`config.mk`:
```
export PLATFORM = sky130hd
export DESIGN_NAME = crcs_sequencer
export DESIGN_NICKNAME = d
export VERILOG_FILES = /design/src/inc/crcs_pkg.sv /design/src/verilog/crcs_pin_sync.sv /design/src/verilog/crcs_clk_div.sv /design/src/verilog/crcs_sequencer.sv
export SDC_FILE = /design/constraint.sdc
export NUM_CORES = 1
export LEC_CHECK = 0
export BUFFER_PORTS_ARGS = -buffer_cell sky130_fd_sc_hd__buf_2
export CORE_ASPECT_RATIO = 1.25
export CORE_UTILIZATION = 44
export CTS_BUF_LIST = sky130_fd_sc_hd__clkbuf_2 sky130_fd_sc_hd__clkbuf_4 sky130_fd_sc_hd__clkbuf_8
export CTS_CLUSTER_DIAMETER = 80
export DETAILED_ROUTE_END_ITERATION = 10
export GPL_ROUTABILITY_DRIVEN = 0
export GPL_TIMING_DRIVEN = 0
export HOLD_SLACK_MARGIN = 0.02
export PLACE_DENSITY = 0.72
export RECOVER_POWER = 25
export SETUP_SLACK_MARGIN = 0.1
export SLEW_MARGIN = 20
export SYNTH_ARGS = -nofsm -noshare
export SYNTH_HDL_FRONTEND = slang
export SYNTH_SLANG_ARGS = --single-unit
```
`constraint.sdc`:
```
create_clock -name pclk -period 3.6 [get_ports pclk]
set_input_delay 0.36 -clock pclk [delete_from_list [all_inputs] [get_ports pclk]]
set_output_delay 0.36 -clock pclk [all_outputs]
set_load 0.1 [all_outputs]
```
`src/inc/crcs_pkg.sv`:
```
// Constants, register map and phase type of the reset and clock sequencer
package crcs_pkg;

  // Register byte offsets on the APB slave
  localparam logic [7:0] ADDR_CTRL   = 8'h00;
  localparam logic [7:0] ADDR_STATUS = 8'h04;
  localparam logic [7:0] ADDR_CLKDIV = 8'h08;

  // Control register fields and reset values
  localparam int         CTRL_MEMCLK_SEL_BIT = 0;
  localparam int         CTRL_PLL_EN_BIT     = 1;
  localparam logic       CTRL_MEMCLK_SEL_RST = 1'b0;
  localparam logic       CTRL_PLL_EN_RST     = 1'b0;

  // Status register fields
  localparam int         STAT_BOOT_LSB    = 0;
  localparam int         STAT_BOOT_MSB    = 3;
  localparam int         STAT_CLKMODE_BIT = 4;
  localparam int         STAT_PHASE_LSB   = 5;
  localparam int         STAT_PHASE_MSB   = 7;
  localparam int         STAT_BYPASS_BIT  = 8;

  // Clock channels: cpu, peripheral, memory interface, third clock output
  localparam int         NUM_CLK     = 4;
  localparam int         RATIO_W     = 4;
  localparam int         CH_CPU      = 0;
  localparam int         CH_PERIPH   = 1;
  localparam int         CH_MEM      = 2;
  localparam int         CH_CLK3     = 3;
  localparam logic [3:0] DIV_RESET   = 4'h8;
  // Run ratios, index = channel: clk3 /8, mem /2, periph /2, cpu /1
  localparam logic [NUM_CLK-1:0][RATIO_W-1:0] DIV_RUN_TAB = {4'h8, 4'h2, 4'h2, 4'h1};

  // Internal reset stretch, in reference clock cycles
  localparam int         STRETCH_CYCLES = 512;
  localparam int         STRETCH_W      = 9;
  localparam logic [STRETCH_W-1:0] STRETCH_LAST = 9'(STRETCH_CYCLES - 1);

  // Synchronised pin vector layout
  localparam int         SYNC_W       = 6;
  localparam int         SYNC_RST_BIT = 0;
  localparam int         SYNC_BOOT_LSB = 1;
  localparam int         SYNC_BOOT_MSB = 4;
  localparam int         SYNC_MODE_BIT = 5;

  // Reset phases, one-hot
  typedef enum logic [2:0] {
    PH_PIN     = 3'b001,
    PH_STRETCH = 3'b010,
    PH_RUN     = 3'b100
  } crcs_phase_type;

endpackage

```
`src/verilog/crcs_pin_sync.sv`:
```
// Three-stage pin synchroniser with agreement filter
`timescale 1ns/1ps
`default_nettype none
module crcs_pin_sync #(
  parameter int WIDTH = 1
) (
  input  wire logic             pclk,     // Reference clock
  input  wire logic             presetn,  // Async reset, active low
  input  wire logic [WIDTH-1:0] d,        // Raw pin levels
  output logic      [WIDTH-1:0] q_r       // Filtered synchronous levels
);

  logic [WIDTH-1:0] s1_r;
  logic [WIDTH-1:0] s2_r;
  logic [WIDTH-1:0] s3_r;

  genvar i;
  generate
    for (i = 0; i < WIDTH; i++) begin : g_bit
      // First stage only feeds the second; change accepted when stages 2 and 3 agree
      always_ff @(posedge pclk or negedge presetn) begin
        if (!presetn) begin
          s1_r[i] <= 1'b0;
          s2_r[i] <= 1'b0;
          s3_r[i] <= 1'b0;
          q_r[i]  <= 1'b0;
        end else begin
          s1_r[i] <= d[i];
          s2_r[i] <= s1_r[i];
          s3_r[i] <= s2_r[i];
          if (s2_r[i] == s3_r[i]) begin
            q_r[i] <= s3_r[i];
          end
        end
      end
    end
  endgenerate

endmodule
`default_nettype wire

```
`src/verilog/crcs_clk_div.sv`:
```
// Programmable divider giving a tick and a waveform that is half duty at even ratios
`timescale 1ns/1ps
`default_nettype none
module crcs_clk_div (
  input  wire logic       pclk,     // Reference clock
  input  wire logic       presetn,  // Async reset, active low
  input  wire logic [3:0] ratio,    // Divide ratio, 1 to 15
  output logic            tick_r,   // One-cycle pulse per divided period
  output logic            wave_r    // Divided clock waveform
);

  logic [3:0] cnt_r;
  logic [3:0] cnt_nxt;
  logic       wave_nxt;

  // Wrap at ratio-1; a lowered ratio wraps at once instead of running long
  always_comb begin
    cnt_nxt  = (cnt_r >= 4'(ratio - 4'h1)) ? 4'h0 : 4'(cnt_r + 4'h1);
    wave_nxt = (ratio <= 4'h1) ? 1'b1 : (cnt_nxt < (ratio >> 1));
  end

  // Divider state
  always_ff @(posedge pclk or negedge presetn) begin
    if (!presetn) begin
      cnt_r  <= 4'h0;
      tick_r <= 1'b0;
      wave_r <= 1'b0;
    end else begin
      cnt_r  <= cnt_nxt;
      tick_r <= (cnt_nxt == 4'h0);
      wave_r <= wave_nxt;
    end
  end

endmodule
`default_nettype wire

```
`src/verilog/crcs_sequencer.sv`:
```
// Device reset stretcher, boot strap latch, clock ratio and pin group sequencer
//
// Design decisions made here: the APB register port and the placing of the registers.
`timescale 1ns/1ps
`default_nettype none
module crcs_sequencer (
  input  wire logic        pclk,                        // Reference input clock, 200 MHz
  input  wire logic        presetn,                     // Power-on / APB reset, active low
  // Device pins
  input  wire logic        reset_pin_n,                 // External reset pin, active low
  input  wire logic [3:0]  host_data_boot_pins,         // Host data bits 14, 8, 4, 3
  input  wire logic        ref_clock_source_select,     // Reference source strap
  // APB slave
  input  wire logic        psel,                        // Slave select
  input  wire logic        penable,                     // Access phase
  input  wire logic        pwrite,                      // Write direction
  input  wire logic [7:0]  paddr,                       // Byte address
  input  wire logic [31:0] pwdata,                      // Write data
  input  wire logic [3:0]  pstrb,                       // Write byte strobes
  output logic [31:0]      prdata,                      // Read data
  output logic             pready,                      // Transfer ready
  output logic             pslverr,                     // Unmapped address
  // Sequencer outputs
  output logic             internal_reset_n,            // Stretched internal reset, active low
  output logic [3:0]       boot_config,                 // Latched boot bits {14,8,4,3}
  output logic             cpu_clock_en,                // Cpu clock tick
  output logic             peripheral_clock_en,         // Peripheral clock tick
  output logic             mem_interface_clock_en,      // Memory interface clock tick
  output logic             pll_enable,                  // 1 = PLL in path, 0 = bypassed
  output logic             mem_bus_group_oe,            // Memory bus group may drive
  output logic             bus_request_valid,           // Bus request output is valid
  output logic             pin_group1_oe,               // First peripheral group may drive
  output logic             pin_group2_oe,               // Second peripheral group may drive
  output logic             mem_clock_output,            // Memory clock output level
  output logic             mem_clock_output_oe,         // Memory clock output enable
  output logic             second_clock_output,         // Second clock output level
  output logic             second_clock_output_oe,      // Second clock output enable
  output logic             third_clock_output           // Third clock output, always driven
);

  crcs_pkg::crcs_phase_type phase_r;
  crcs_pkg::crcs_phase_type phase_nxt;

  logic [crcs_pkg::SYNC_W-1:0]    pins_s;
  logic                           pin_n_s;
  logic [crcs_pkg::STRETCH_W-1:0] stretch_cnt_r;
  logic                           clk_mode_r;
  logic                           mem_clk_sel_r;
  logic                           run_nxt;
  logic                           drive_clk_nxt;
  logic [crcs_pkg::NUM_CLK-1:0][crcs_pkg::RATIO_W-1:0] ratio;
  logic [crcs_pkg::NUM_CLK-1:0]   tick_w;
  logic [crcs_pkg::NUM_CLK-1:0]   wave_w;
  logic                           apb_setup;
  logic                           apb_write;
  logic [31:0]                    rd_data;
  logic                           rd_err;

  // Reset pin, straps and boot bits all pass the three-stage synchroniser
  crcs_pin_sync #(
    .WIDTH (crcs_pkg::SYNC_W)
  ) u_pin_sync (
    .pclk    (pclk),
    .presetn (presetn),
    .d       ({ref_clock_source_select, host_data_boot_pins, reset_pin_n}),
    .q_r     (pins_s)
  );

  assign pin_n_s = pins_s[crcs_pkg::SYNC_RST_BIT];

  // Phase sequencing: pin asserted, stretch, run
  // Pin low in any phase returns straight to PIN and restarts the sequence
  always_comb begin
    phase_nxt = phase_r;
    case (phase_r)
      crcs_pkg::PH_PIN: begin
        if (pin_n_s) begin
          phase_nxt = crcs_pkg::PH_STRETCH;
        end
      end
      crcs_pkg::PH_STRETCH: begin
        if (!pin_n_s) begin
          phase_nxt = crcs_pkg::PH_PIN;
        end else if (stretch_cnt_r == crcs_pkg::STRETCH_LAST) begin
          phase_nxt = crcs_pkg::PH_RUN;
        end
      end
      crcs_pkg::PH_RUN: begin
        if (!pin_n_s) begin
          phase_nxt = crcs_pkg::PH_PIN;
        end
      end
      default: begin
        phase_nxt = crcs_pkg::PH_PIN;
      end
    endcase
  end

  assign run_nxt       = (phase_nxt == crcs_pkg::PH_RUN);
  assign drive_clk_nxt = (phase_nxt != crcs_pkg::PH_PIN);

  // Phase register
  always_ff @(posedge pclk or negedge presetn) begin
    if (!presetn) begin
      phase_r <= crcs_pkg::PH_PIN;
    end else begin
      phase_r <= phase_nxt;
    end
  end

  // Stretch counter; same length whatever the strap, so release is always deterministic
  // Count restarts from zero if the pin drops mid-stretch
  always_ff @(posedge pclk or negedge presetn) begin
    if (!presetn) begin
      stretch_cnt_r <= '0;
    end else if (phase_r == crcs_pkg::PH_STRETCH && pin_n_s) begin
      stretch_cnt_r <= 9'(stretch_cnt_r + 9'h001);
    end else begin
      stretch_cnt_r <= '0;
    end
  end

  // Internal reset follows the run phase without extra lag
  // Registered from the next phase so it rises on the very edge RUN is entered
  always_ff @(posedge pclk or negedge presetn) begin
    if (!presetn) begin
      internal_reset_n <= 1'b0;
    end else begin
      internal_reset_n <= run_nxt;
    end
  end

  // Straps caught on the synchronised rising edge of the reset pin
  always_ff @(posedge pclk or negedge presetn) begin
    if (!presetn) begin
      boot_config <= 4'h0;
      clk_mode_r  <= 1'b0;
    end else if (phase_r == crcs_pkg::PH_PIN && pin_n_s) begin
      // Board holds bits two cpu periods past the edge, well beyond sync delay
      boot_config <= pins_s[crcs_pkg::SYNC_BOOT_MSB:crcs_pkg::SYNC_BOOT_LSB];
      clk_mode_r  <= pins_s[crcs_pkg::SYNC_MODE_BIT];
    end
  end

  // Clock ratios: all /8 in reset, defaults once running
  // Ratios follow the registered phase; dividers re-wrap within one period
  always_comb begin
    for (int c = 0; c < crcs_pkg::NUM_CLK; c++) begin
      if (phase_r == crcs_pkg::PH_RUN) begin
        ratio[c] = crcs_pkg::DIV_RUN_TAB[c];
      end else begin
        ratio[c] = crcs_pkg::DIV_RESET;
      end
    end
  end

  // One divider per clock channel
  // Dividers reset on presetn only, so ticks keep going under pin reset
  genvar g;
  generate
    for (g = 0; g < crcs_pkg::NUM_CLK; g++) begin : g_div
      crcs_clk_div u_div (
        .pclk    (pclk),
        .presetn (presetn),
        .ratio   (ratio[g]),
        .tick_r  (tick_w[g]),
        .wave_r  (wave_w[g])
      );
    end
  endgenerate

  assign cpu_clock_en           = tick_w[crcs_pkg::CH_CPU];
  assign peripheral_clock_en    = tick_w[crcs_pkg::CH_PERIPH];
  assign mem_interface_clock_en = tick_w[crcs_pkg::CH_MEM];

  // Pin group enables held off until the internal reset releases
  // Tri-state lands after the sync delay, not combinationally from the pin
  always_ff @(posedge pclk or negedge presetn) begin
    if (!presetn) begin
      mem_bus_group_oe  <= 1'b0;
      bus_request_valid <= 1'b0;
      pin_group1_oe     <= 1'b0;
      pin_group2_oe     <= 1'b0;
    end else begin
      mem_bus_group_oe  <= run_nxt;
      bus_request_valid <= run_nxt;
      pin_group1_oe     <= run_nxt;
      pin_group2_oe     <= run_nxt;
    end
  end

  // Clock pins come back as soon as the pin is seen high, long before 6 cpu periods
  always_ff @(posedge pclk or negedge presetn) begin
    if (!presetn) begin
      mem_clock_output       <= 1'b0;
      mem_clock_output_oe    <= 1'b0;
      second_clock_output    <= 1'b0;
      second_clock_output_oe <= 1'b0;
      third_clock_output     <= 1'b0;
    end else begin
      mem_clock_output_oe    <= drive_clk_nxt;
      second_clock_output_oe <= drive_clk_nxt;
      if (mem_clk_sel_r) begin
        mem_clock_output <= wave_w[crcs_pkg::CH_PERIPH];
      end else begin
        mem_clock_output <= wave_w[crcs_pkg::CH_MEM];
      end
      second_clock_output <= wave_w[crcs_pkg::CH_PERIPH];
      // Third clock is driven low, never floated, during pin reset
      third_clock_output  <= drive_clk_nxt ? wave_w[crcs_pkg::CH_CLK3] : 1'b0;
    end
  end

  // APB decode; one fixed wait-free access, writes only in the run phase
  // Byte lane 0 must be strobed; other lanes carry no control bits
  assign apb_setup = psel && !penable;
  assign apb_write = psel && penable && pready && pwrite && pstrb[0]
                     && (paddr == crcs_pkg::ADDR_CTRL);

  // Control bits; device reset forces them back so the PLL starts bypassed
  // Also forced on the edge that leaves RUN, so the PLL is never in path under reset
  always_ff @(posedge pclk or negedge presetn) begin
    if (!presetn) begin
      mem_clk_sel_r <= crcs_pkg::CTRL_MEMCLK_SEL_RST;
      pll_enable    <= crcs_pkg::CTRL_PLL_EN_RST;
    end else if (phase_r != crcs_pkg::PH_RUN || !run_nxt) begin
      mem_clk_sel_r <= crcs_pkg::CTRL_MEMCLK_SEL_RST;
      pll_enable    <= crcs_pkg::CTRL_PLL_EN_RST;
    end else if (apb_write) begin
      mem_clk_sel_r <= pwdata[crcs_pkg::CTRL_MEMCLK_SEL_BIT];
      pll_enable    <= pwdata[crcs_pkg::CTRL_PLL_EN_BIT];
    end
  end

  // Read mux; unmapped addresses read zero with an error
  // Decoded from the setup-cycle address; the answer is registered on the edge that ends the setup cycle
  always_comb begin
    rd_data = 32'h00000000;
    rd_err  = 1'b0;
    case (paddr)
      crcs_pkg::ADDR_CTRL: begin
        rd_data[crcs_pkg::CTRL_MEMCLK_SEL_BIT] = mem_clk_sel_r;
        rd_data[crcs_pkg::CTRL_PLL_EN_BIT]     = pll_enable;
      end
      crcs_pkg::ADDR_STATUS: begin
        rd_data[crcs_pkg::STAT_BOOT_MSB:crcs_pkg::STAT_BOOT_LSB]   = boot_config;
        rd_data[crcs_pkg::STAT_CLKMODE_BIT]                        = clk_mode_r;
        rd_data[crcs_pkg::STAT_PHASE_MSB:crcs_pkg::STAT_PHASE_LSB] = phase_r;
        rd_data[crcs_pkg::STAT_BYPASS_BIT]                         = !pll_enable;
      end
      crcs_pkg::ADDR_CLKDIV: begin
        rd_data[15:0] = ratio;
      end
      default: begin
        rd_err = 1'b1;
      end
    endcase
  end

  // Answer registered in the setup cycle, ready in the first access cycle
  // Writes return zero read data so the bus never shows stale status
  always_ff @(posedge pclk or negedge presetn) begin
    if (!presetn) begin
      prdata  <= 32'h00000000;
      pready  <= 1'b0;
      pslverr <= 1'b0;
    end else if (apb_setup) begin
      prdata  <= pwrite ? 32'h00000000 : rd_data;
      pslverr <= rd_err;
      pready  <= 1'b1;
    end else begin
      prdata  <= 32'h00000000;
      pslverr <= 1'b0;
      pready  <= 1'b0;
    end
  end

endmodule
`default_nettype wire

```
Yosys cells after proc, flatten, opt, wreduce, memory -nomap -nowiden:

Index checks and enable logic that the tools add are counted.

* word-level logic and storage cells: 124
* register bits after elaboration: 104
* output and inout port bits: 52
* bits of input ports: 55

* add/sub/neg operators: 7
* equality and inequality tests: 15
* magnitude comparators: 8
* mux-type cells: 28
* reductions and logical operators: 18

Operator list (number)
* $mux 16: 2
* $mux 4: 6
* $add 4x1->4 const B: 4
* $pmux 7 s2: 1
* $ge 4x4->1: 3
* $logic_not 4->1: 3
* $mux 3: 4
* $mux 1: 11
* $add 9x1->9 const B: 1
* $eq 9x9->1 const B: 1
* $mux 9: 1
* $pmux 3 s3: 1
* $eq 8x3->1 const B: 1
* $eq 8x4->1 const B: 1
* $logic_and 1x1->1: 8
* $logic_not 8->1: 1
* $lt 4x3->1: 2
* $sub 4x1->4 const B: 2
* $mux 7: 1
* $eq 1x1->1: 6
* $eq 3x3->1 const B: 2
* $pmux 2 s3: 1
* $ge 4x3->1 const B: 1
* $le 4x1->1 const B: 1
* 9 further kinds: 11

Longest topological paths before layout:

* depth after elaboration: 8
* mapped depth: 8
* mapped depth without buffers: 7

By module:

Synthesis repeated with hierarchy kept, for this count alone.

* cell total of the unflattened synthesis: 397
* area, all modules: 4330.4 sq um

By module, submodules not included
* crcs_clk_div: instances 4, seq. area each 150.1 sq um, cells an instance 51, area each 469.2 sq um
* crcs_sequencer: instances 1, seq. area each 952.2 sq um, cells an instance 163, area each 1785.5 sq um
* crcs_pin_sync: instances 1, seq. area each 600.6 sq um, cells an instance 30, area each 668.1 sq um

Worst setup path before layout:

No wires, ideal clock.

* kind: reg2reg
* start point: register phase_r[0]
* end point: register g_div[2].u_div.wave_r
* buffers on the path: 1
* clock period less this slack: 2.578 ns
* stages on the path, launching flop included: 9
* setup time: 0.094 ns
* required time: 3.506 ns
* arrival time: 2.484 ns
* path slack: 1.022 ns
* path through: dfstp_2 > clkbuf_1 > nor3b_2 > ha_1 > a211oi_1 > nand2_1 > nor2_1 > ha_1 > a211oi_1

* word-level cells in the longest chain between the ends: 7
* elaborated cells between the ends (all ways): 8
* those cells by class: add/sub (1); order compare (3); eq/ne (1); mux (3)

RTL lines
* from (decl): line crcs_sequencer.sv:41 `crcs_pkg::crcs_phase_type phase_r;`
* from (signal assigned): line crcs_sequencer.sv:105 `phase_r <= crcs_pkg::PH_PIN;`
* from (signal assigned): line crcs_sequencer.sv:107 `phase_r <= phase_nxt;`
* $eq 3x3->1: line crcs_sequencer.sv:149 `if (phase_r == crcs_pkg::PH_RUN) begin`
* $mux 4: line crcs_sequencer.sv:149
* $sub 4x1->4: line crcs_clk_div.sv:18 `cnt_nxt = (cnt_r >= 4'(ratio - 4'h1)) ? 4'h0 : 4'(cnt_r + 4'h1);`
* $ge 4x4->1: line crcs_clk_div.sv:18
* $mux 4: line crcs_clk_div.sv:18
* via g_div[2].u_div.cnt_nxt[2]: line crcs_clk_div.sv:13 `logic [3:0] cnt_nxt;`
* $lt 4x3->1: line crcs_clk_div.sv:19 `wave_nxt = (ratio <= 4'h1) ? 1'b1 : (cnt_nxt < (ratio >> 1));`
* $mux 1: line crcs_clk_div.sv:19
* via g_div[2].u_div.wave_nxt: line crcs_clk_div.sv:14 `logic wave_nxt;`
* to (signal assigned): line crcs_clk_div.sv:31 `wave_r <= wave_nxt;`
* to (decl): line crcs_clk_div.sv:9 `output logic wave_r`

The timed path passes the listed nets, and every way through them passes these cells.
A chain may end at the register's enable or synchronous reset.

Worst setup path in the final report:

Ends and elaborated chain as after synthesis.

==> summary.txt <==
STA
  – Slew @ Worst Pin: ~2.2 ns
  – Final worst setup slack: roughly 0.46 ns
  – Fin crit share: 0.8734
  – Setup violations, final: 0
  – Final hold vios: 0
  – Min Tclk post-route: approximately 3.1 ns
  – Setup TNS: 0 ns
  – Layout Skew: 0.007049 ns
  – Slew margin rel.: -0.4895
  – RSZ-0062 raised after global routing: false
  – Fmax: roughly 0.32 GHz
  – Slew Limit Fails: 43

Critical path
  – Reg2reg start: phase_r[0]
  – Worst reg2reg path endpoint: g_div[2].u_div.wave_r
  – R2r setup slk: 0.46 ns
  – R2r worst-path depth: 8
  – Critical Path RT: ~3.9 ns
  – Crit path kind: flip-flop to flip-flop
  – Max FO, Critical Path: 15
  – Startpoint types: flip-flop
  – WP data arrival: around 3.4 ns
  – Crit end category: flip-flop

Finish
  – Area Growth Syn to Fin: 19.34%
  – Post-layout util: 0.5537
  – # nets final: around 430
  – Finished Cell Area: 4146 µm²
  – Share of cells above drive strength 1: 0.2962
  – N_diodes: 0

Global route
  – Initial antenna violation count: 0
  – Total track usage: 0.1596
  – First-pass GRT wire length: 9687 µm
  – Vias in the first global route: slightly above 2000
  – Grt total ovfl: 0
  – Pin count of the biggest net entering global routing: 44

Floorplanning
  – Initial Util: 0.4640
  – Die height: between 100 and 150 µm
  – Ports: ~110
  – Num rows: 35
  – Die area: slightly above 8000 µm²
  – CORE AREA: ~7500 µm²
  – Die X-Extent: approximately 81 µm

CTS
  – Clk_lat worst skew: between 0.3 and 0.4 ns
  – Clock sink count: 84
  – Post-CTS Hold Fix Bufs: 1
  – CTS resizes: 0
  – CTS Buffer Depth: 2
  – Clk root buf: clkbuf_8
  – CTS Buf Count: 9
  – Max H-tree Level: 3
  – Clk slew on worst S/H paths: approximately 0.08 ns
  – CTS tree: built
  – Setup Buffers After CTS: 0

Logic synthesis
  – Leading area contributor after synthesis: dfrtp_1
  – Mapped Cells: around 280
  – Flip-flop and latch count after synthesis: between 80 and 90
  – Ys async rst share: 1.000
  – Post-synth cell types: 46
  – Dominant cell by count in the synthesized netlist: dfrtp_1
  – Post-synthesis sequential area ratio: 0.6053
  – Synth Area in Compound Gates: 0.06770
  – Number of synthesized flops with an enable pin: 0
  – Syn Std Cell Area: roughly 3500 µm²
  – Most frequent cells after synthesis: 83 x dfrtp_1, 25 x buf_4, 16 x nor2_1
  – Top cells by area, synth: dfrtp_1 60%, buf_4 5.4%, ha_1 5.4%
  – Synth Area in Simple Gates: 0.1361
  – Syn Area/Cell: approximately 12 µm²
  – Synth top area share: 0.5978
  – Xor and xnor area share after synthesis: 0.02017
  – Largest family of logic cells by synthesized area: simple AND/OR/NAND/NOR gates
  – Ys flop type: dfrtp_1
  – Yosys warns: 0
  – Post-synthesis mux area share: 0.02809
  – Adder-Cell Fraction of Synth Area: 0.07130

Detailed routing
  – Drt first pass iters: 4
  – Final antenna-violating net count: 0
  – 1st-iter DRT viols: between 100 and 150
  – Via density: 4.846
  – Routed WL: between 5000 and 6000 µm
  – DRC viols: 0
  – Routed wire per std cell: about 13 µm
  – Vias: ~2200

Placed design
  – Buffers on Ports: 53
  – Half-perimeter wire length after placement: 4321 µm
  – Pre-CTS WS: 0.4553 ns
  – Area after DPL: approximately 4000 µm²

Pwr
  – VDD IR max: a little under 0.6 mV
  – Switch Pwr: just under 900 µW
  – Sequential power share: 0.446
  – Internal Power: between 1000 and 1500 µW
  – Clock share of power: 0.277
  – Part of the power in combinational logic: 0.277
  – Lkg Pwr: 0.002133 µW
  – Switching share of power: 0.3743
  – Pwr per Cell Area: between 500 and 600 nW/µm²

Worst hold path
  – Hold Path Class: input port to flip-flop
  – HP Start: host_data_boot_pins[0]
  – Hold path depth: 1
  – Hold endpoint: u_pin_sync.s1_r[1]

Run
  – Maxcap violations: 1

Outcome
  – Status: complete, but fails checks
  – Failing checks: capacitance limit, slew limit
[logic make-up after synthesis]
family | Yosys count
flops | 84
simple gates | 83
buf+inv | 38
compound gates | 34
fa+ha+maj | 21
mux | 9
xor+xnor | 8
other cells | 1
[area by class of cell]
cell class | count | area (µm²)
buffer | 29 | 210.2
clock buffer | 10 | 131.4
clock inverter | 6 | 63.81
fill | 636 | 3342
inverter | 9 | 33.78
multi-input combinational | 175 | 1195
sequential | 84 | 2103
tap | 92 | 115.1
timing repair buffer | 55 | 294.0
[cell usage in the layout, fill, tap and decap left out, types with 3 or more instances in the layout]
| cell type | n |
|---|---|
| a211oi_1 | 8 |
| a21o_1 | 3 |
| a21oi_1 | 8 |
| and2_1 | 3 |
| and3_1 | 9 |
| buf_2 | 52 |
| buf_4 | 25 |
| clkbuf_1 | 4 |
| clkbuf_8 | 9 |
| conb_1 | 20 |
| dfrtp_1 | 83 |
| ha_1 | 15 |
| inv_1 | 9 |
| maj3_1 | 6 |
| mux2_2 | 6 |
| mux2i_1 | 3 |
| nand2_1 | 13 |
| nand2b_1 | 6 |
| nand3_1 | 6 |
| nor2_1 | 16 |
| nor2b_1 | 3 |
| nor3_1 | 5 |
| o21ai_0 | 6 |
| or3_1 | 3 |
| xnor2_1 | 6 |
[critical path, stage by stage (launching register included)]
cell	delay, ns
dfstp_2	0.36
clkbuf_1	0.20
nor3b_2	0.88
ha_1	0.40
a211oi_1	0.43
nand2_1	0.16
nor2_1	0.17
ha_1	0.24
a211oi_1	0.21
[registers in the layout, summed over array words and instances (netlist names), 3 cells and up]
| name | cells |
|---|---|
| u_pin_sync.s1_r | 6 |
| u_pin_sync.s3_r | 6 |
| boot_config | 4 |
| phase_r | 3 |
| u_pin_sync.s2_r | 6 |
| stretch_cnt_r | 9 |
| u_pin_sync.q_r | 6 |
| g_div.u_div.cnt_r | 16 |
| g_div.u_div.wave_r | 3 |
| g_div.u_div.tick_r | 3 |
| prdata | 12 |
[per-stage QoR]
stage,total power [µW],hold slack (ns),std cells
2_1_floorplan,1618,0.06441,297
3_3_place_gp,1724,0.3324,442
3_5_place_dp,1736,0.3347,443
4_1_cts,2392,0.09819,460
5_1_grt,2470,0.09585,460
6_report,2366,0.1196,460
[worst max-delay path by stage]
stage               startpoint                    end  slack (ns)  cells past startpoint
floorplan           phase_r[0]  g_div[2].u_div.wave_r        1.02                      8
global placement    phase_r[0]  g_div[1].u_div.wave_r        0.53                      8
detailed placement  phase_r[1]  g_div[2].u_div.wave_r        0.46                      8
CTS                 phase_r[1]  g_div[2].u_div.wave_r        0.43                      8
global route        phase_r[1]  g_div[2].u_div.wave_r        0.14                      8
finish              phase_r[0]  g_div[2].u_div.wave_r        0.46                      8
[power by group through the flow]
stage / sequential [µW] / clock [µW] / combinational (µW)
2_1_floorplan: 1330 / 0 / 291
3_3_place_gp: 1070 / 0 / 650
3_5_place_dp: 1080 / 0 / 660
4_1_cts: 1060 / 674 / 661
5_1_grt: 1060 / 718 / 688
6_report: 1060 / 655 / 656
[per-layer routing]
| layer | vias up | routed length, µm | track usage |
|---|---|---|---|
| li1 | 1092 | - | - |
| met1 | 1066 | 2647 | 0.2077 |
| met2 | 61 | 2857 | 0.2526 |
| met3 | 10 | 299 | 0.03784 |
| met4 | 0 | 98 | 0.07005 |
| met5 | - | 0 | 0 |
No activity file was read; power rests on OpenSTA's default activity.
